`src/common/gfr_regs.vh`:
```
// Register offsets, field positions, reset values and timing counts
`ifndef GFR_REGS_VH
`define GFR_REGS_VH
// Offsets of the three control registers, status and clear; register reads use offset plus 0x80
`define GFR_ILL_CTRL_OFS 8'h18
`define GFR_ILIM_TIME_OFS 8'h1c
`define GFR_FET_ACT_OFS 8'h24
`define GFR_STAT_OFS 8'h0c
`define GFR_CLR_OFS 8'h10
`define GFR_RD_BIT 8'h80
// Field positions
`define GFR_REPORT_SEL_BIT 12
`define GFR_DIS_U_BIT 8
`define GFR_DIS_V_BIT 4
`define GFR_DIS_W_BIT 0
`define GFR_ILIM_LSB 12
`define GFR_GOV_LSB 8
`define GFR_HSD_LSB 4
`define GFR_LSD_LSB 0
// Reset values
`define GFR_ILL_CTRL_RST 16'h0000
`define GFR_ILIM_RST 2'h0
`define GFR_GOV_RST 3'h5
`define GFR_HSD_RST 4'h7
`define GFR_LSD_RST 4'h7
// Current limit times in microseconds and cycles at 250 MHz
`define GFR_CLK_MHZ 250
`define GFR_ILIM_T0_US 8
`define GFR_ILIM_T1_US 16
`define GFR_ILIM_T2_US 32
// Cycle counts are microseconds times MHz, sized for the 14-bit timer
`define GFR_ILIM_C0 14'h07d0
`define GFR_ILIM_C1 14'h0fa0
`define GFR_ILIM_C2 14'h1f40
`endif

```
`src/design/gfr_top.v`:
```
// Fault response configuration and reaction for a three-phase pre-driver
// Function
// RULE1 - Report select bit 12 enables illegal-input status and latched fault pin
// RULE2 - Per-phase illegal-input detect disable bits: U bit 8, V 4, W 0
// RULE3 - Disabled phase with both inputs high drives both outputs high, silently
// RULE4 - Limit field 13:12 selects 8, 16, 32 us or no limit
// RULE5 - Controller should avoid the unlimited current setting normally
// RULE6 - Undefined field codes are ignored, other fields still update
// RULE7 - Gate overvoltage code 0 disables, code 1 reports and continues
// RULE8 - Gate overvoltage codes 2 to 5 select shutdown scope and latching
// RULE9 - Drain fault fields 7:4 and 3:0; code 0 off, 1 report
// RULE10 - Drain codes 2 and 3 shut off the faulted phase, 3 latched
// RULE11 - Drain codes 4,5 shut all nine, 6,7 shut six motor channels
// RULE12 - Drain codes 8 and 9 shut nine plus charge pump, 9 latched
// RULE13 - Controller should avoid non-latched shutdown codes normally
// RULE14 - Latched status clears on write of 1 only once fault is gone
// RULE15 - Latched shutdown holds until cleared; non-latched releases with fault
`timescale 1ns/1ns
`include "gfr_regs.vh"
module gfr_top (
  input wire mclk,
  input wire resetn,
  input wire wr_en,
  input wire rd_en,
  input wire [7:0] addr,
  input wire [15:0] wdata,
  input wire [2:0] hs_in,
  input wire [2:0] ls_in,
  input wire [5:0] gate_ov,
  input wire [5:0] drain_fault,
  input wire en_cp,
  output reg [15:0] rdata,
  output reg [2:0] hs_out,
  output reg [2:0] ls_out,
  output reg [2:0] aux_out,
  input wire [2:0] aux_in,
  output reg cp_on,
  output reg fault_out_n
);
  // Status and clear map: gate overvoltage bits 11,9,7,5,3,1 and drain
  // bits 10,8,6,4,2,0, pairs per phase U,V,W high then low
  // Illegal-input status sits at bits 14:12, phase U lowest
  reg illegal_input_report_sel_reg;
  reg [2:0] ill_dis_reg;
  reg [1:0] ilim_sel_reg;
  reg [2:0] gate_overvolt_action_reg;
  reg [3:0] high_side_drain_fault_action_reg;
  reg [3:0] low_side_drain_fault_action_reg;
  reg [11:0] stat_reg;
  reg [11:0] stat_next;
  reg [2:0] ill_stat_reg;
  reg [2:0] ill_stat_next;
  reg [2:0] ph_off_reg;
  reg [2:0] ph_off_next;
  reg six_off_reg;
  reg six_off_next;
  reg nine_off_reg;
  reg nine_off_next;
  reg cp_off_reg;
  reg cp_off_next;
  wire [2:0] hs_s;
  wire [2:0] ls_s;
  wire [5:0] gov_s;
  wire [5:0] dsf_s;
  wire [5:0] lim;
  wire [5:0] drv;
  reg [11:0] live;
  reg [2:0] ph_now;
  reg six_now;
  reg nine_now;
  reg cp_now;
  reg [15:0] rd_val;
  reg [2:0] illegal;
  reg [3:0] act;
  integer p;
  // Own loop index so the output process never shares the decode index
  integer q;

  // Command and fault pins cross into the clock domain
  gfr_sync #(.W(6)) u_sync_in (
    .mclk(mclk),
    .resetn(resetn),
    .din({hs_in, ls_in}),
    .dout({hs_s, ls_s})
  );
  gfr_sync #(.W(12)) u_sync_flt (
    .mclk(mclk),
    .resetn(resetn),
    .din({gate_ov, drain_fault}),
    .dout({gov_s, dsf_s})
  );

  // Timer drive bits packed so no select ever falls out of range
  assign drv = {ls_s, hs_s};

  // One limit timer per motor output, indexed hs U,V,W then ls U,V,W
  genvar g;
  generate
    for (g = 0; g < 6; g = g + 1) begin : g_lim
      gfr_ilim u_lim (
        .mclk(mclk),
        .resetn(resetn),
        .drive(drv[g]),
        .sel(ilim_sel_reg),
        .limit(lim[g])
      );
    end
  endgenerate

  // Register writes; illegal codes leave only their own field alone
  always @(posedge mclk or negedge resetn) begin
    if (!resetn) begin
      illegal_input_report_sel_reg <= 1'b0;
      ill_dis_reg <= 3'h0;
      ilim_sel_reg <= `GFR_ILIM_RST;
      gate_overvolt_action_reg <= `GFR_GOV_RST;
      high_side_drain_fault_action_reg <= `GFR_HSD_RST;
      low_side_drain_fault_action_reg <= `GFR_LSD_RST;
    end else if (wr_en) begin
      if (addr == `GFR_ILL_CTRL_OFS) begin
        illegal_input_report_sel_reg <= wdata[`GFR_REPORT_SEL_BIT]; // [RULE1]
        ill_dis_reg[0] <= wdata[`GFR_DIS_U_BIT]; // [RULE2]
        ill_dis_reg[1] <= wdata[`GFR_DIS_V_BIT]; // [RULE2]
        ill_dis_reg[2] <= wdata[`GFR_DIS_W_BIT]; // [RULE2]
      end else if (addr == `GFR_ILIM_TIME_OFS) begin
        // All four limit codes are defined, so this field always updates
        ilim_sel_reg <= wdata[`GFR_ILIM_LSB+1:`GFR_ILIM_LSB]; // [RULE4]
      end else if (addr == `GFR_FET_ACT_OFS) begin
        if (wdata[`GFR_GOV_LSB+2:`GFR_GOV_LSB] <= 3'h5) begin
          gate_overvolt_action_reg <=
            wdata[`GFR_GOV_LSB+2:`GFR_GOV_LSB]; // [RULE6]
        end
        if (wdata[`GFR_HSD_LSB+3:`GFR_HSD_LSB] <= 4'h9) begin
          high_side_drain_fault_action_reg <=
            wdata[`GFR_HSD_LSB+3:`GFR_HSD_LSB]; // [RULE6]
        end
        if (wdata[`GFR_LSD_LSB+3:`GFR_LSD_LSB] <= 4'h9) begin
          low_side_drain_fault_action_reg <=
            wdata[`GFR_LSD_LSB+3:`GFR_LSD_LSB]; // [RULE6]
        end
      end
    end
  end

  // Decode faults into live conditions and shutdown requests
  always @* begin
    live = 12'h000;
    ph_now = 3'h0;
    six_now = 1'b0;
    nine_now = 1'b0;
    cp_now = 1'b0;
    ph_off_next = ph_off_reg;
    six_off_next = six_off_reg;
    nine_off_next = nine_off_reg;
    cp_off_next = cp_off_reg;
    act = 4'h0;
    for (p = 0; p < 3; p = p + 1) begin
      // Status positions: U uses 11..8, V 7..4, W 3..0
      live[11-4*p] = gov_s[p] && gate_overvolt_action_reg != 3'h0; // [RULE7]
      live[9-4*p] = gov_s[p+3] && gate_overvolt_action_reg != 3'h0;
      live[10-4*p] = dsf_s[p] &&
        high_side_drain_fault_action_reg != 4'h0; // [RULE9]
      live[8-4*p] = dsf_s[p+3] && low_side_drain_fault_action_reg != 4'h0;
    end
    // Gate overvoltage reaction; codes 2 to 4 release once the input drops
    if (|gov_s) begin
      case (gate_overvolt_action_reg)
        3'h2: nine_now = 1'b1; // [RULE8]
        3'h3: six_now = 1'b1; // [RULE8]
        3'h4: begin
          nine_now = 1'b1;
          cp_now = 1'b1; // [RULE8]
        end
        3'h5: begin
          nine_off_next = 1'b1;
          cp_off_next = 1'b1; // [RULE8] [RULE15]
        end
        default: begin
        end
      endcase
    end
    // Drain fault reaction, high side then low side
    // Several channels may fault at once; every request is ORed in
    for (p = 0; p < 6; p = p + 1) begin
      act = (p < 3) ? high_side_drain_fault_action_reg :
        low_side_drain_fault_action_reg;
      if (dsf_s[p]) begin
        case (act)
          4'h2: ph_now[p%3] = 1'b1; // [RULE10]
          4'h3: ph_off_next[p%3] = 1'b1; // [RULE10] [RULE15]
          4'h4: nine_now = 1'b1; // [RULE11]
          4'h5: nine_off_next = 1'b1; // [RULE11]
          4'h6: six_now = 1'b1; // [RULE11]
          4'h7: six_off_next = 1'b1; // [RULE11]
          4'h8: begin
            nine_now = 1'b1;
            cp_now = 1'b1; // [RULE12]
          end
          4'h9: begin
            nine_off_next = 1'b1;
            cp_off_next = 1'b1; // [RULE12]
          end
          default: begin
          end
        endcase
      end
    end
    // Illegal input: both commands high on an enabled phase
    illegal = hs_s & ls_s & ~ill_dis_reg; // [RULE2]
    // Status: set wins over clear; clear needs the fault gone
    stat_next = stat_reg | live;
    ill_stat_next = ill_stat_reg;
    if (illegal_input_report_sel_reg) begin
      ill_stat_next = ill_stat_reg | illegal; // [RULE1]
    end
    // A clear landing on a live fault leaves that bit set; the
    // controller has to repeat it once the condition has gone
    if (wr_en && addr == `GFR_CLR_OFS) begin
      stat_next = stat_next & ~(wdata[11:0] & ~live); // [RULE14]
      ill_stat_next = ill_stat_next & ~(wdata[14:12] & ~illegal); // [RULE14]
      // Latched shutdowns drop with their status once all is quiet
      if ((stat_next == 12'h000) && (ill_stat_next == 3'h0)) begin
        ph_off_next = 3'h0; // [RULE15]
        six_off_next = 1'b0;
        nine_off_next = 1'b0;
        cp_off_next = 1'b0;
      end
    end
  end

  // Status, latched shutdowns and read data
  always @(posedge mclk or negedge resetn) begin
    if (!resetn) begin
      stat_reg <= 12'h000;
      ill_stat_reg <= 3'h0;
      ph_off_reg <= 3'h0;
      six_off_reg <= 1'b0;
      nine_off_reg <= 1'b0;
      cp_off_reg <= 1'b0;
      rdata <= 16'h0000;
    end else begin
      stat_reg <= stat_next;
      ill_stat_reg <= ill_stat_next;
      ph_off_reg <= ph_off_next;
      six_off_reg <= six_off_next;
      nine_off_reg <= nine_off_next;
      cp_off_reg <= cp_off_next;
      if (rd_en) begin
        rdata <= rd_val;
      end
    end
  end

  // Read decode at write offset plus 0x80
  // Unmapped addresses read as zero
  always @* begin
    rd_val = 16'h0000;
    if (addr == (`GFR_ILL_CTRL_OFS | `GFR_RD_BIT)) begin
      rd_val = {3'h0, illegal_input_report_sel_reg, 3'h0, ill_dis_reg[0],
        3'h0, ill_dis_reg[1], 3'h0, ill_dis_reg[2]};
    end else if (addr == (`GFR_ILIM_TIME_OFS | `GFR_RD_BIT)) begin
      rd_val = {2'h0, ilim_sel_reg, 12'h000};
    end else if (addr == (`GFR_FET_ACT_OFS | `GFR_RD_BIT)) begin
      rd_val = {5'h00, gate_overvolt_action_reg,
        high_side_drain_fault_action_reg, low_side_drain_fault_action_reg};
    end else if (addr == (`GFR_STAT_OFS | `GFR_RD_BIT)) begin
      rd_val = {1'b0, ill_stat_reg, stat_reg};
    end
  end

  // Gate outputs: shutdowns and current limit force low; a disabled
  // illegal pattern passes straight through with both outputs high
  always @(posedge mclk or negedge resetn) begin
    if (!resetn) begin
      hs_out <= 3'h0;
      ls_out <= 3'h0;
      aux_out <= 3'h0;
      cp_on <= 1'b0;
      fault_out_n <= 1'b1;
    end else begin
      // Next-state shutdown flags let a new latch act in the same cycle
      for (q = 0; q < 3; q = q + 1) begin
        if (ph_now[q] || ph_off_next[q] || six_now || six_off_next ||
            nine_now || nine_off_next) begin
          hs_out[q] <= 1'b0; // [RULE10] [RULE11]
          ls_out[q] <= 1'b0;
        end else if (illegal[q]) begin
          hs_out[q] <= 1'b0; // Enabled detection blocks shoot-through
          ls_out[q] <= 1'b0;
        end else begin
          hs_out[q] <= hs_s[q] & ~lim[q]; // [RULE3] [RULE4]
          ls_out[q] <= ls_s[q] & ~lim[q+3]; // [RULE3]
        end
        aux_out[q] <= aux_in[q] & ~(nine_now | nine_off_next); // [RULE8]
      end
      cp_on <= en_cp & ~(cp_now | cp_off_next); // [RULE12]
      // Fault pin latched low while any status stands
      fault_out_n <= ~((|stat_next) || (|ill_stat_next)); // [RULE1] [RULE14]
    end
  end
endmodule // gfr_top

```
`src/design/gfr_sync.v`:
```
// Three-stage input synchroniser that accepts a change when stages agree
`timescale 1ns/1ns
module gfr_sync #(
  parameter W = 1
) (
  input wire mclk,
  input wire resetn,
  input wire [W-1:0] din,
  output reg [W-1:0] dout
);
  reg [W-1:0] s1_reg;
  reg [W-1:0] s2_reg;
  reg [W-1:0] s3_reg;
  integer i;

  // First stage feeds only the second
  always @(posedge mclk or negedge resetn) begin
    if (!resetn) begin
      s1_reg <= {W{1'b0}};
      s2_reg <= {W{1'b0}};
      s3_reg <= {W{1'b0}};
      dout <= {W{1'b0}};
    end else begin
      s1_reg <= din;
      s2_reg <= s1_reg;
      s3_reg <= s2_reg;
      for (i = 0; i < W; i = i + 1) begin
        if (s2_reg[i] == s3_reg[i]) begin
          dout[i] <= s3_reg[i];
        end
      end
    end
  end
endmodule // gfr_sync

```
`src/design/gfr_ilim.v`:
```
// Gate output current limit timer for one pre-driver channel
`timescale 1ns/1ns
`include "gfr_regs.vh"
module gfr_ilim (
  input wire mclk,
  input wire resetn,
  input wire drive,
  input wire [1:0] sel,
  output reg limit
);
  reg [13:0] cnt_reg;
  reg drive_d_reg;
  reg [13:0] lim;

  // Duration selected by the limit field; code 3 never limits
  always @* begin
    case (sel)
      2'h0: lim = `GFR_ILIM_C0;
      2'h1: lim = `GFR_ILIM_C1;
      default: lim = `GFR_ILIM_C2;
    endcase
  end

  // Count from each drive edge; limit once the time has elapsed
  always @(posedge mclk or negedge resetn) begin
    if (!resetn) begin
      cnt_reg <= 14'h0000;
      drive_d_reg <= 1'b0;
      limit <= 1'b0;
    end else begin
      drive_d_reg <= drive;
      if (drive != drive_d_reg) begin
        cnt_reg <= 14'h0000;
        limit <= 1'b0;
      end else if (sel == 2'h3) begin
        limit <= 1'b0; // [RULE4]
      end else if (cnt_reg >= lim) begin
        limit <= 1'b1; // [RULE4]
      end else begin
        cnt_reg <= cnt_reg + 14'h0001;
      end
    end
  end
endmodule // gfr_ilim

```
`config.mk`:
```
export PLATFORM = sky130hd
export DESIGN_NAME = gfr_top
export DESIGN_NICKNAME = d
export VERILOG_FILES = /design/src/design/gfr_top.v /design/src/design/gfr_sync.v /design/src/design/gfr_ilim.v
export VERILOG_INCLUDE_DIRS = /design/src /design/src/common
export SDC_FILE = /design/constraint.sdc
export NUM_CORES = 1
export LEC_CHECK = 0
export BUFFER_PORTS_ARGS = -buffer_cell sky130_fd_sc_hd__buf_2
export CAP_MARGIN = 20
export CORE_MARGIN = 10
export CORE_UTILIZATION = 50
export CTS_CLUSTER_SIZE = 14
export DETAILED_ROUTE_END_ITERATION = 12
export HOLD_SLACK_MARGIN = 0.03
export PLACE_DENSITY_LB_ADDON = 0.1
export SETUP_SLACK_MARGIN = 0.4
export SYNTH_ARGS = -nofsm -noshare
export SYNTH_HDL_FRONTEND = slang
export SYNTH_HIERARCHICAL = 1
export SYNTH_SLANG_ARGS = --single-unit
```
`constraint.sdc`:
```
create_clock -name mclk -period 8.2 [get_ports mclk]
set_input_delay 0.41 -clock mclk [delete_from_list [all_inputs] [get_ports mclk]]
set_output_delay 0.41 -clock mclk [all_outputs]
set_load 0.005 [all_outputs]
```
==> After elaboration in Yosys (flattened, before gate mapping) <==
Cells that the tools add are included.
{ "op_classes": {"addsub": 6, "n_lt_le_gt_ge": 9, "eq_ne": 66, "mux": 168, "bitwise_logic": 36, "n_reduce_logical": 61} }
{ "op_table": {"columns": ["operator", "count"], "rows": [
  ["$mux W14", 18],
  ["$mux W1", 140],
  ["$add A14 B1 Y14 const B", 6],
  ["$ge A14 B13 Y1", 6],
  ["$mux W15", 4],
  ["$eq A4 B3 Y1 const B", 8],
  ["$eq A8 B8 Y1 const B", 4],
  ["$pmux W13 S2", 1],
  ["$and A12 B12 Y12", 2],
  ["$eq A8 B5 Y1 const B", 3],
  ["$ne A2 B1 Y1 const B", 12],
  ["$not A12 Y12", 2],
  ["$reduce_bool A3 Y1", 7],
  ["$eq A1 B1 Y1", 18],
  ["$eq A4 B2 Y1 const B", 4],
  ["$eq A4 B4 Y1 const B", 4],
  ["$logic_or A1 B1 Y1", 16],
  ["$reduce_and A5 Y1", 3],
  ["$logic_and A1 B1 Y1", 14],
  ["$reduce_and A2 Y1", 7],
  ["$and A3 B3 Y3", 4],
  ["$logic_not A12 Y1", 1],
  ["$mux W12", 1],
  ["$mux W3", 4],
  ["other kinds (22)", 57]
]} }
{ "totals": {"register_bits": 233, "in_bits": 50, "output_inout_bits": 27, "word_cells": 406} }

==> Depth between registers and ports, before layout <==
Gate-level depths: netlist of run 1.
{ "depth": {"depth_word": 20, "depth_mapped": 10, "ltp_nobuf": 9} }

==> Cells and area by module <==
The synthesis of run 1 kept the hierarchy.
{ "modules_own_cells": {"columns": ["mod", "n_inst", "cells_each", "area_per_inst_um2", "seq_area_each_um2"], "rows": [
  ["gfr_ilim at g_lim[1].u_lim ...", 4, 111, 1032.2, 400.4],
  ["gfr_top", 1, 353, 3357.0, 1612.8],
  ["gfr_sync at u_sync_flt", 1, 60, 1336.3, 1201.2],
  ["gfr_ilim at g_lim[4].u_lim", 1, 111, 1054.8, 400.4],
  ["gfr_ilim at g_lim[0].u_lim", 1, 108, 1004.7, 400.4],
  ["gfr_sync at u_sync_in", 1, 30, 668.1, 600.6]
]} }

==> Worst setup path after synthesis of run 1 <==
OpenSTA, ideal clock, no wires.
{ "synth_path": {"path_type": "reg2reg", "startpoint": "reg ilim_sel_reg[1]", "endpoint": "reg g_lim[4].u_lim.cnt_reg[13]", "setup_ps": 132, "arrival_time_ps": 2598, "required_ps": 8068, "path_slack_ps": 5470, "stages_incl_launch_ff": 11, "n_path_buf": 1, "synth_period_minus_slack_ps": 2730, "cell_sequence": "dfrtp_1 > inv_1 > nand2_1 > inv_1 > ha_1 > nand3_1 > or4_1 > a31o_2 > buf_2 > a31oi_1 > nor2_1"} }
{ "synth_between": {"elab_chain_cells": 5, "word_cells_on_any_way": 8, "classes_between": "order compare (1); eq/ne (4); mux (1); reduce/logical (2)"} }
{ "synth_rtl": {"columns": ["item", "line", "source"], "rows": [
  ["start: declaration", "gfr_top.v:45", "reg [1:0] ilim_sel_reg;"],
  ["start signal: assignment", "gfr_top.v:115", "ilim_sel_reg <= `GFR_ILIM_RST;"],
  ["start signal: assignment", "gfr_top.v:127", "ilim_sel_reg <= wdata[`GFR_ILIM_LSB+1:`GFR_ILIM_LSB];"],
  ["$eq A2 B1 Y1 or $logic_not A2 Y1 (tied branches)", "gfr_ilim.v:17", "case (sel)"],
  ["$pmux W13 S2", "gfr_ilim.v:17", null],
  ["$ge A14 B13 Y1", "gfr_ilim.v:37", "end else if (cnt_reg >= lim) begin"],
  ["$ne A2 B1 Y1 (no line)", null, null],
  ["$reduce_and A2 Y1 (no line) (*)", null, null],
  ["end signal: assignment", "gfr_ilim.v:40", "cnt_reg <= cnt_reg + 14'h0001;"],
  ["end: declaration", "gfr_ilim.v:11", "reg [13:0] cnt_reg;"]
]} }
Every way passes the cells marked *; elsewhere a longest branch is shown, timed or not.
A chain may end at the register's enable or synchronous reset.

==> Worst setup path in the final report of run 1 <==
{ "layout_path": {"startpoint": "reg ilim_sel_reg[0]", "endpoint": "reg g_lim[0].u_lim.cnt_reg[8]"} }
{ "layout_between": {"elab_chain_cells": 5, "word_cells_on_any_way": 8, "classes_between": "order compare (1); eq/ne (4); mux (1); reduce/logical (2)"} }
{ "layout_rtl": {"columns": ["item", "line"], "rows": [
  ["$eq A2 B1 Y1 or $logic_not A2 Y1 (tied branches)", "gfr_ilim.v:17"],
  ["$pmux W13 S2", "gfr_ilim.v:17"],
  ["$ge A14 B13 Y1", "gfr_ilim.v:37"],
  ["$ne A2 B1 Y1 (no line)", null],
  ["$reduce_and A2 Y1 (no line) (*)", null],
  ["end signal: assignment", "gfr_ilim.v:40"],
  ["end: declaration", "gfr_ilim.v:11"]
]} }
Marks and branches as above.

==> run summary, run 1 <==
The detailed router finished its first iteration with 605 violations. The slew of the pin with the lowest slew margin is 1.06 ns, and the total count of hold-check failures in the final report is 0. The critical path is of the reg -> reg type. In this run, synthesis produced a sequential element count of 232.

The overflow left after global routing came out at 0. The height of the die came out at 172 um. The area fraction of the dominant cell type after synthesis came out at 0.483. Setup repair after global routing left no endpoint under its margin.

The share of the yosys chip area belonging to registers is 0.504, and the DRC violation count after routing is 0. Fraction of final layout cells sized beyond drive strength 1: 0.162. By count the netlist is led by 223 x sky130_fd_sc_hd__dfrtp_1, 100 x sky130_fd_sc_hd__nand2_1, 82 x sky130_fd_sc_hd__nor2_1, 71 x sky130_fd_sc_hd__a21oi_1, 59 x sky130_fd_sc_hd__inv_1.

The logs give 0.111 for the relative contribution of combinational cells to total power and 0.0264 ns for the largest clock skew in the final design. Counting every net in the synthesized netlist gives 1,204. The shortest period the worst path allows came out at 3.21 ns. The most common cell in the netlist was sky130_fd_sc_hd__dfrtp_1.

The setup TNS was 0 ns; the post-layout total power was 2.77 mW. After synthesis, the mean cell area works out to 10.4 um^2. The core outline area was 0.0227 mm^2. Of all cell types, the one taking the most synthesized area is sky130_fd_sc_hd__dfrtp_1. At the worst endpoint, the arrival time is 3.66 ns. For this block, the routed nets add up to 26.5 mm of wire. TritonCTS built the clock tree.

Traced cell by cell, the critical path runs through buf_4 -> nor2b_1 -> inv_1 -> ha_1 -> nand3_1 -> o41a_1 -> a31oi_1 -> o21ai_0 -> a21oi_1. The number of flip-flops under the largest register name came out at 84. The worst setup path is launched from a flip-flop. The share of flip-flops with an asynchronous set or reset is 1.00, and the overall global routing resource usage is 0.185.

The logs give 18.7 mm for the placed wire-length estimate after detailed placement and 0.473 for the fraction of power consumed by sequential logic. For this design the top-level I/O count stands at 77. For the number of global-route vias before repair, the log shows 8,650.

The tools report the number of maximum-capacitance violations as 0. The worst path required time is 8.65 ns, and the CTS buffer count is 26. The tree is rooted in a sky130_fd_sc_hd__clkbuf_16. The logs give 192 uV for the maximum vdd drop and 2.03 mW for the internal power contribution. The number of different library cells used by synthesis comes to 76. For this run, the top clock speed supported by timing is 0.311 GHz. The number of vias in the routed layout came out at 8,685. The area growth from synthesis to final layout is 14.5%.

Setup violations remaining at the end of the flow were counted as 0. By area the synthesized netlist is led by sky130_fd_sc_hd__dfrtp_1 48%, sky130_fd_sc_hd__ha_1 5.2%, sky130_fd_sc_hd__nand2_1 3.2%, sky130_fd_sc_hd__a21oi_1 3.1%, sky130_fd_sc_hd__nor2_1 2.7%. The maximum single-stage delay on the critical path was 0.71 ns; the portion of total power attributed to the clock network was 0.416. In this run the remaining antenna-violating nets after routing total 0. The logs give 0.509 for the effective utilization at floorplan and 5.72 nW for the reported leakage power. The iteration count of the initial detailed-routing pass is 5, and the number of enable-type register cells in the synthesized netlist is 0. The global placer's final weighted congestion is 0.864, and the placed cell area is 0.0122 mm^2. The largest fanout on the critical path was 15; the area of the mapped netlist was 0.0115 mm^2. The clock drives 232 sinks. The share of the cycle needed by the critical path after routing was 0.392; the worst-skew pair later-pin latency was 0.55 ns. The proportion of total power due to net switching is 0.267, and the die extent in x is 172 um. The finished cells cover 0.0132 mm^2. The count of buffers added on input and output ports is 74. The number of core rows came out at 55.

Among all flip-flop cells after synthesis, the most frequent one is sky130_fd_sc_hd__dfrtp_1. The die covers 0.0296 mm^2. After clock tree synthesis, the clock-pin slew on the worst setup and hold paths is 0.06 ns.

The number of slew-limit violations in the final report was 0. For the global-route wire length before repair, the log shows 44.7 mm. The maximum number of pins on one net before global-route repair is 112.

The total power density per cell area was 210 mW/mm^2. The net count of the finished layout is 1,303, and the switching power of the nets is 0.742 mW. The number of antenna violations at the first check in global routing is 2.

After detailed routing, the average wire length per cell comes to 17.6 um. The number of buffers on the longest clock path is 3. The path type of the worst min-delay path is in -> reg. The post-synthesis cell count is 1,106. The CTS H-tree depth came out at 1. In this run, post-CTS repair resized a total of 0 instances. The flow ran to the end, and the final reports show no timing, DRC or antenna violations. The run gives 0.291 as the headroom to the max-slew limit. The routed via count divided by cell count works out to 5.75. The largest individual stage delay along the critical path comes from the cell sky130_fd_sc_hd__a31oi_1.

The number of warning messages in the yosys log was 6. The worst setup path is captured at a flip-flop.
layer usage:
metal	global-route usage	wire length (um)	share of wire
met1	0.261	12800	0.48
met2	0.284	11800	0.45
met3	0.0328	1220	0.046
met4	0.0532	695	0.026
met5	0	0	0
cell type report:
class / count / area (um^2)
antenna: 2 / 5.00
clock buffer: 34 / 721
clock inverter: 12 / 136
fill: 1938 / 9480
inverter: 59 / 221
multi-input combinational: 787 / 5360
sequential: 232 / 5820
tap: 285 / 357
timing repair buffer: 99 / 616
kinds of logic after synthesis:
logic type | Yosys count | synth area share
AND/OR/NAND/NOR | 429 | 0.204
AO/OA/AOI/OAI | 238 | 0.147
flip-flops | 232 | 0.504
buffers and inverters | 87 | 0.0325
adder cells (fa/ha/maj) | 66 | 0.0695
XOR/XNOR | 39 | 0.0296
multiplexers | 14 | 0.0130
other | 1 | 0.000325
per-stage QoR:
stage	hold WS, ns	util	setup WS [ns]	instances
2_1_floorplan	0.114	-	5.47	1106
3_5_place_dp	0.335	0.536	5.06	1443
5_1_grt	0.0625	0.582	4.56	1508
3_3_place_gp	0.332	0.536	5.05	1443
4_1_cts	0.0424	0.582	5.03	1508
6_report	0.0617	0.583	4.99	1510
layout by cell type, fill, tap and decap left out, types with 5 or more instances in the layout:
cell type                       instances
sky130_fd_sc_hd__dlygate4sd3_1         19
sky130_fd_sc_hd__a21oi_1               71
sky130_fd_sc_hd__nand4b_1              12
sky130_fd_sc_hd__inv_1                 59
sky130_fd_sc_hd__maj3_2                18
sky130_fd_sc_hd__and3_1                22
sky130_fd_sc_hd__nor3_1                29
sky130_fd_sc_hd__nor4_1                15
sky130_fd_sc_hd__buf_2                 73
sky130_fd_sc_hd__nor2_1                82
sky130_fd_sc_hd__o311a_1                5
sky130_fd_sc_hd__or3_1                 17
sky130_fd_sc_hd__o31ai_1               26
sky130_fd_sc_hd__xor2_1                 7
sky130_fd_sc_hd__dfrtp_1              223
sky130_fd_sc_hd__a22oi_1               11
sky130_fd_sc_hd__nor2b_1               18
sky130_fd_sc_hd__o21ai_0               38
sky130_fd_sc_hd__xnor2_1               32
sky130_fd_sc_hd__mux2i_1                6
sky130_fd_sc_hd__buf_4                  6
sky130_fd_sc_hd__a21oi_2                5
sky130_fd_sc_hd__mux2_2                 8
sky130_fd_sc_hd__a31oi_1                6
sky130_fd_sc_hd__nand4_1               12
sky130_fd_sc_hd__and2_1                10
sky130_fd_sc_hd__or4_1                 28
sky130_fd_sc_hd__and3_4                 5
sky130_fd_sc_hd__clkbuf_16             26
sky130_fd_sc_hd__a211o_1                7
sky130_fd_sc_hd__o211ai_1               6
sky130_fd_sc_hd__a22o_1                12
sky130_fd_sc_hd__nand2b_1              18
sky130_fd_sc_hd__ha_1                  48
sky130_fd_sc_hd__nand2_1              100
sky130_fd_sc_hd__nand3_1               33
sky130_fd_sc_hd__dfstp_2                9
sky130_fd_sc_hd__a211oi_2               5
path summary, 6_finish.rpt:
kind | from | endpoint | slack [ns] | depth (start not counted)
setup reg to reg | ilim_sel_reg[0]$_DFFE_PN0P_ | g_lim[0].u_lim/cnt_reg[8]$_DFFE_PN0P_ | 4.99 | 9
setup / recovery | ilim_sel_reg[0]$_DFFE_PN0P_ | g_lim[0].u_lim/cnt_reg[8]$_DFFE_PN0P_ | 4.99 | 9
min in group asynchronous | resetn | g_lim[0].u_lim/cnt_reg[4]$_DFFE_PN0P_ | 0.52 | 2
hold / removal | aux_in[2] | aux_out[2]$_DFF_PN0_ | 0.06 | 2
max in group asynchronous | resetn | g_lim[2].u_lim/cnt_reg[7]$_DFFE_PN0P_ | 6.29 | 3
hold reg to reg | u_sync_flt/s1_reg[7]$_DFF_PN0_ | u_sync_flt/s2_reg[7]$_DFF_PN0_ | 0.35 | 0
power groups by stage:
stage	combinational [mW]	clock, mW	sequential (mW)
3_3_place_gp	0.298	0	1.33
5_1_grt	0.352	1.22	1.32
6_report	0.309	1.15	1.31
2_1_floorplan	0.208	0	1.30
3_5_place_dp	0.304	0	1.33
4_1_cts	0.312	1.19	1.31
critical path, delay by kind of cell (launching register included):
| kind | cells | cell delay (ns) |
|---|---|---|
| AO/OA/AOI/OAI | 4 | 1.44 |
| AND/OR/NAND/NOR | 2 | 0.30 |
| flip-flops | 1 | 0.68 |
| adder cells (fa/ha/maj) | 1 | 0.28 |
| buffers and inverters | 2 | 0.41 |
repair_timing:
action | CTS | global route
setup buffers | 0 | 0
hold endpoints to repair | 121 | 0
hold buffers | 19 | 0
setup endpoints to repair | 0 | 0
No activity file was read; power rests on OpenSTA's default activity.
==> inputs of run 2 (changes only) <==
==> constraint.sdc (replaced) <==
create_clock -name mclk -period 3 [get_ports mclk]
set_input_delay 0.15 -clock mclk [delete_from_list [all_inputs] [get_ports mclk]]
set_output_delay 0.15 -clock mclk [all_outputs]
set_load 0.005 [all_outputs]
==> run 2 against run 1 <==
Via count up 3.3%. Global-route usage up 0.56 points. Critical path depth up 1. Critical endpoint is now g_lim[4].u_lim/cnt_reg[9]$_DFFE_PN0P_.
==> run summary, run 2 (same netlist as run 1, synthesis figures left out) <==
Most common library cell in the layout ignoring fill and taps: sky130_fd_sc_hd__dfrtp_1. The cell family contributing the most delay on the critical path was simple AND/OR/NAND/NOR gates. The number of vias in the routed layout is 8,974 (+3.3%), and the worst-case register-to-register setup slack is 0.37 ns (-4.62 ns). For the global-route wire length before repair, the log shows 46.2 mm (+3.4%).

The share of the cycle needed by the critical path after routing was 0.878 (+0.486). The logs give 0.509 (unchanged) for the effective utilization at floorplan and 80 (-29%) for the maximum number of pins on one net before global-route repair. Endpoint of the worst hold-timing path: rdata[12]$_DFFE_PN0P_. The height of the die is 172 um (unchanged), and the maximum operating frequency is 0.380 GHz (+22%). The remaining number of nets flagged by the antenna check after routing is 0 (unchanged), and the DRC violation total after the first TritonRoute iteration is 543 (-10%). The average wire per standard cell is 17.7 um (+0.77%). For the number of placed I/O pins, the log shows 77 (unchanged).

In this run the critical register-to-register path is launched from ilim_sel_reg[1]$_DFFE_PN0P_. The setup TNS came out at 0 ns (unchanged). The cell sitting at the root of the clock tree is a sky130_fd_sc_hd__clkbuf_16. The number of antenna violations at the first check in global routing is 0 (-2). In the layout the commonest cells are 222 x sky130_fd_sc_hd__dfrtp_1, 98 x sky130_fd_sc_hd__nand2_1, 82 x sky130_fd_sc_hd__nor2_1. The tools report the worst min-delay path startpoint as addr[6].

The number of slew-limit violations in the final report was 0 (unchanged); the net count of the finished layout was 1,362 (+4.5%). The worst setup path is captured at a flip-flop. The total placed cells including tap cells is 1,459 (+1.1%), and the detailed-route wire length is 27.7 mm (+4.6%). The headroom to the max-slew limit was 0.234 (-0.0568); the number of maximum-capacitance violations was 0 (unchanged).

The buffers plus inverters on the worst setup path is 3 (+1). The run gives 25 (-3.8%) as the CTS buffer count. Counting stages on the worst path, the most repeated cell is sky130_fd_sc_hd__buf_12. The total power density per cell area is 549 mW/mm^2 (+160%). The iteration count of the initial detailed-routing pass was 5 (unchanged). The slowest cell on the critical path is sky130_fd_sc_hd__or4_1. The area growth from synthesis to final layout is 21.0%.

The clock-pin slew on the worst setup and hold paths was 0.06 ns (about the same). The run gives 0.0128 ns (-0.0135 ns) as the largest clock skew in the final design. The tools report the total die area as 0.0296 mm^2 (unchanged). The overall global routing resource usage came out at 0.190 (+0.00560). The number of buffers on the longest clock path is 3 (unchanged), and the number of buffers added on ports is 74 (unchanged). The slew of the pin with the lowest slew margin was 1.14 ns (+0.0849 ns); the DRC violation count after routing was 0 (unchanged). Startpoint type of the worst setup path: a flip-flop. The worst-case reg-to-reg path depth is 10 (+1), and the core outline area is 0.0227 mm^2 (unchanged). The die extent in x is 172 um (unchanged), and the CTS H-tree depth is 1 (unchanged). The fraction of final layout cells sized beyond drive strength 1 is 0.197 (+0.0347). The tools report the number of sinks handled by clock tree synthesis as 232 (unchanged). The number of cells in the finished layout apart from fillers came out at 1,567 (+3.8%).

The overflow left after global routing is 0 (unchanged). The logs give 0 (-2) for the diode insertion count for antenna repair and 6.03 nW (+5.6%) for the reported leakage power. The setup violation total in the final timing report was 0 (unchanged).

The worst path required time was 3.45 ns (-5.20 ns); the data arrival time of the worst path was 3.09 ns (-0.57 ns). The maximum single-stage delay on the critical path came out at 0.56 ns (-0.15 ns). TritonCTS built the clock tree. The total count of hold-check failures in the final report was 0 (unchanged); the shortest period the worst path allows was 2.63 ns (-0.581 ns).

The endpoint identified for the worst register-to-register timing path is g_lim[4].u_lim/cnt_reg[9]$_DFFE_PN0P_. Worst-skew pair later-pin latency: 0.53 ns (-0.02 ns). Setup repair after global routing could not meet its margin everywhere. The critical path goes through buf_12 -> buf_12 -> inv_1 -> nand2_2 -> ha_1 -> nor2b_1 -> o211ai_1 -> a31oi_4 -> or4_1 -> a21oi_2. The number of flip-flops under the largest register name is 84 (unchanged), and the routed via count divided by cell count is 5.73 (-0.43%). The largest fanout on the critical path was 8 (-7); the maximum vdd drop was 555 uV (+190%). The path class of the tightest hold or removal check is in -> reg.

The run finished with clean final reports. Number of fill cells in the layout: 1,887 (-2.6%). The logs give 19.1 mm (+2.3%) for the placed wire-length estimate after detailed placement and 0.856 (-0.95%) for the global placer's final weighted congestion.

The number of global-route vias before repair came out at 9,008 (+4.1%). The tools report the number of core rows as 55 (unchanged). By startpoint and endpoint, the worst setup path is classified as reg -> reg. The number of cells on the worst hold path is 3 (+1).
run 2: cell count changes in the layout (fill, tap and decap cells not counted), moves of 4 or more:
cell                            delta
sky130_fd_sc_hd__dlygate4sd3_1    +31
sky130_fd_sc_hd__a21oi_1          -12
sky130_fd_sc_hd__buf_12            +4
sky130_fd_sc_hd__buf_4            +20
sky130_fd_sc_hd__or4_4             +7
sky130_fd_sc_hd__a21oi_2           +8
sky130_fd_sc_hd__a21oi_4           +5
sky130_fd_sc_hd__or4_1             -7
run 2: metrics by stage:
step	power (mW)	setup slack (ns)	utilization	area [um^2]	hold WS [ns]
2_1_floorplan	4.13	0.463	-	11600	-0.146
3_3_place_gp	4.46	0.228	0.543	12300	0.185
3_5_place_dp	4.48	0.220	0.543	12300	0.185
4_1_cts	7.74	0.373	0.604	13700	0.0421
5_1_grt	8.03	0.258	0.615	14000	0.146
6_report	7.67	0.366	0.615	14000	0.0675
run 2: area by class of cell:
cell class	count	area, um^2	area share
multi-input combinational	789	5530	0.396
timing repair buffer	157	1190	0.0852
sequential	232	5820	0.417
inverter	59	221	0.0158
clock inverter	8	121	0.00869
clock buffer	37	731	0.0523
tap	285	357	0.0255
run 2: power by group:
part	internal, mW	leakage (nW)	switching (mW)
combinational	0.402	2.71	0.521
clock	1.94	0.417	1.23
sequential	3.34	2.91	0.242
run 2: repair_timing:
action,4_1_cts,5_1_grt
gates cloned,0,2
buffers inserted,4,7
hold buffers,50,0
pin swaps,1,13
gates resized for setup,1,37
endpoints found under the setup margin,51,46
endpoints found under the hold margin,131,0
run 2: layer usage:
layer  track usage  routed length (um)  vias to the layer above  share of wire
li1              -                   -                     4371              -
met1         0.258               13000                     4416           0.47
met2         0.314               13200                      148           0.47
met3        0.0269                1080                       39          0.039
met4        0.0465                 514                        0          0.019
met5             0                   0                        -              0
run 2: worst min-delay path, stage by stage:
cell and delay (ns):
sky130_fd_sc_hd__buf_2 0.12, sky130_fd_sc_hd__nor4b_1 0.05, sky130_fd_sc_hd__o41ai_1 0.23
run 2: how the worst max path moves through the flow:
stage,from,to,slack (ns),depth (start not counted)
floorplan,ilim_sel_reg[0]$_DFFE_PN0P_,g_lim[0].u_lim/cnt_reg[10]$_DFFE_PN0P_,0.46,8
detailed placement,ilim_sel_reg[1]$_DFFE_PN0P_,g_lim[4].u_lim/cnt_reg[6]$_DFFE_PN0P_,0.22,7
finish,ilim_sel_reg[1]$_DFFE_PN0P_,g_lim[4].u_lim/cnt_reg[9]$_DFFE_PN0P_,0.37,10
global route,ilim_sel_reg[1]$_DFFE_PN0P_,g_lim[4].u_lim/cnt_reg[10]$_DFFE_PN0P_,0.26,10
CTS,ilim_sel_reg[1]$_DFFE_PN0P_,g_lim[0].u_lim/cnt_reg[11]$_DFFE_PN0P_,0.37,9
global placement,ilim_sel_reg[1]$_DFFE_PN0P_,g_lim[4].u_lim/cnt_reg[2]$_DFFE_PN0P_,0.23,9
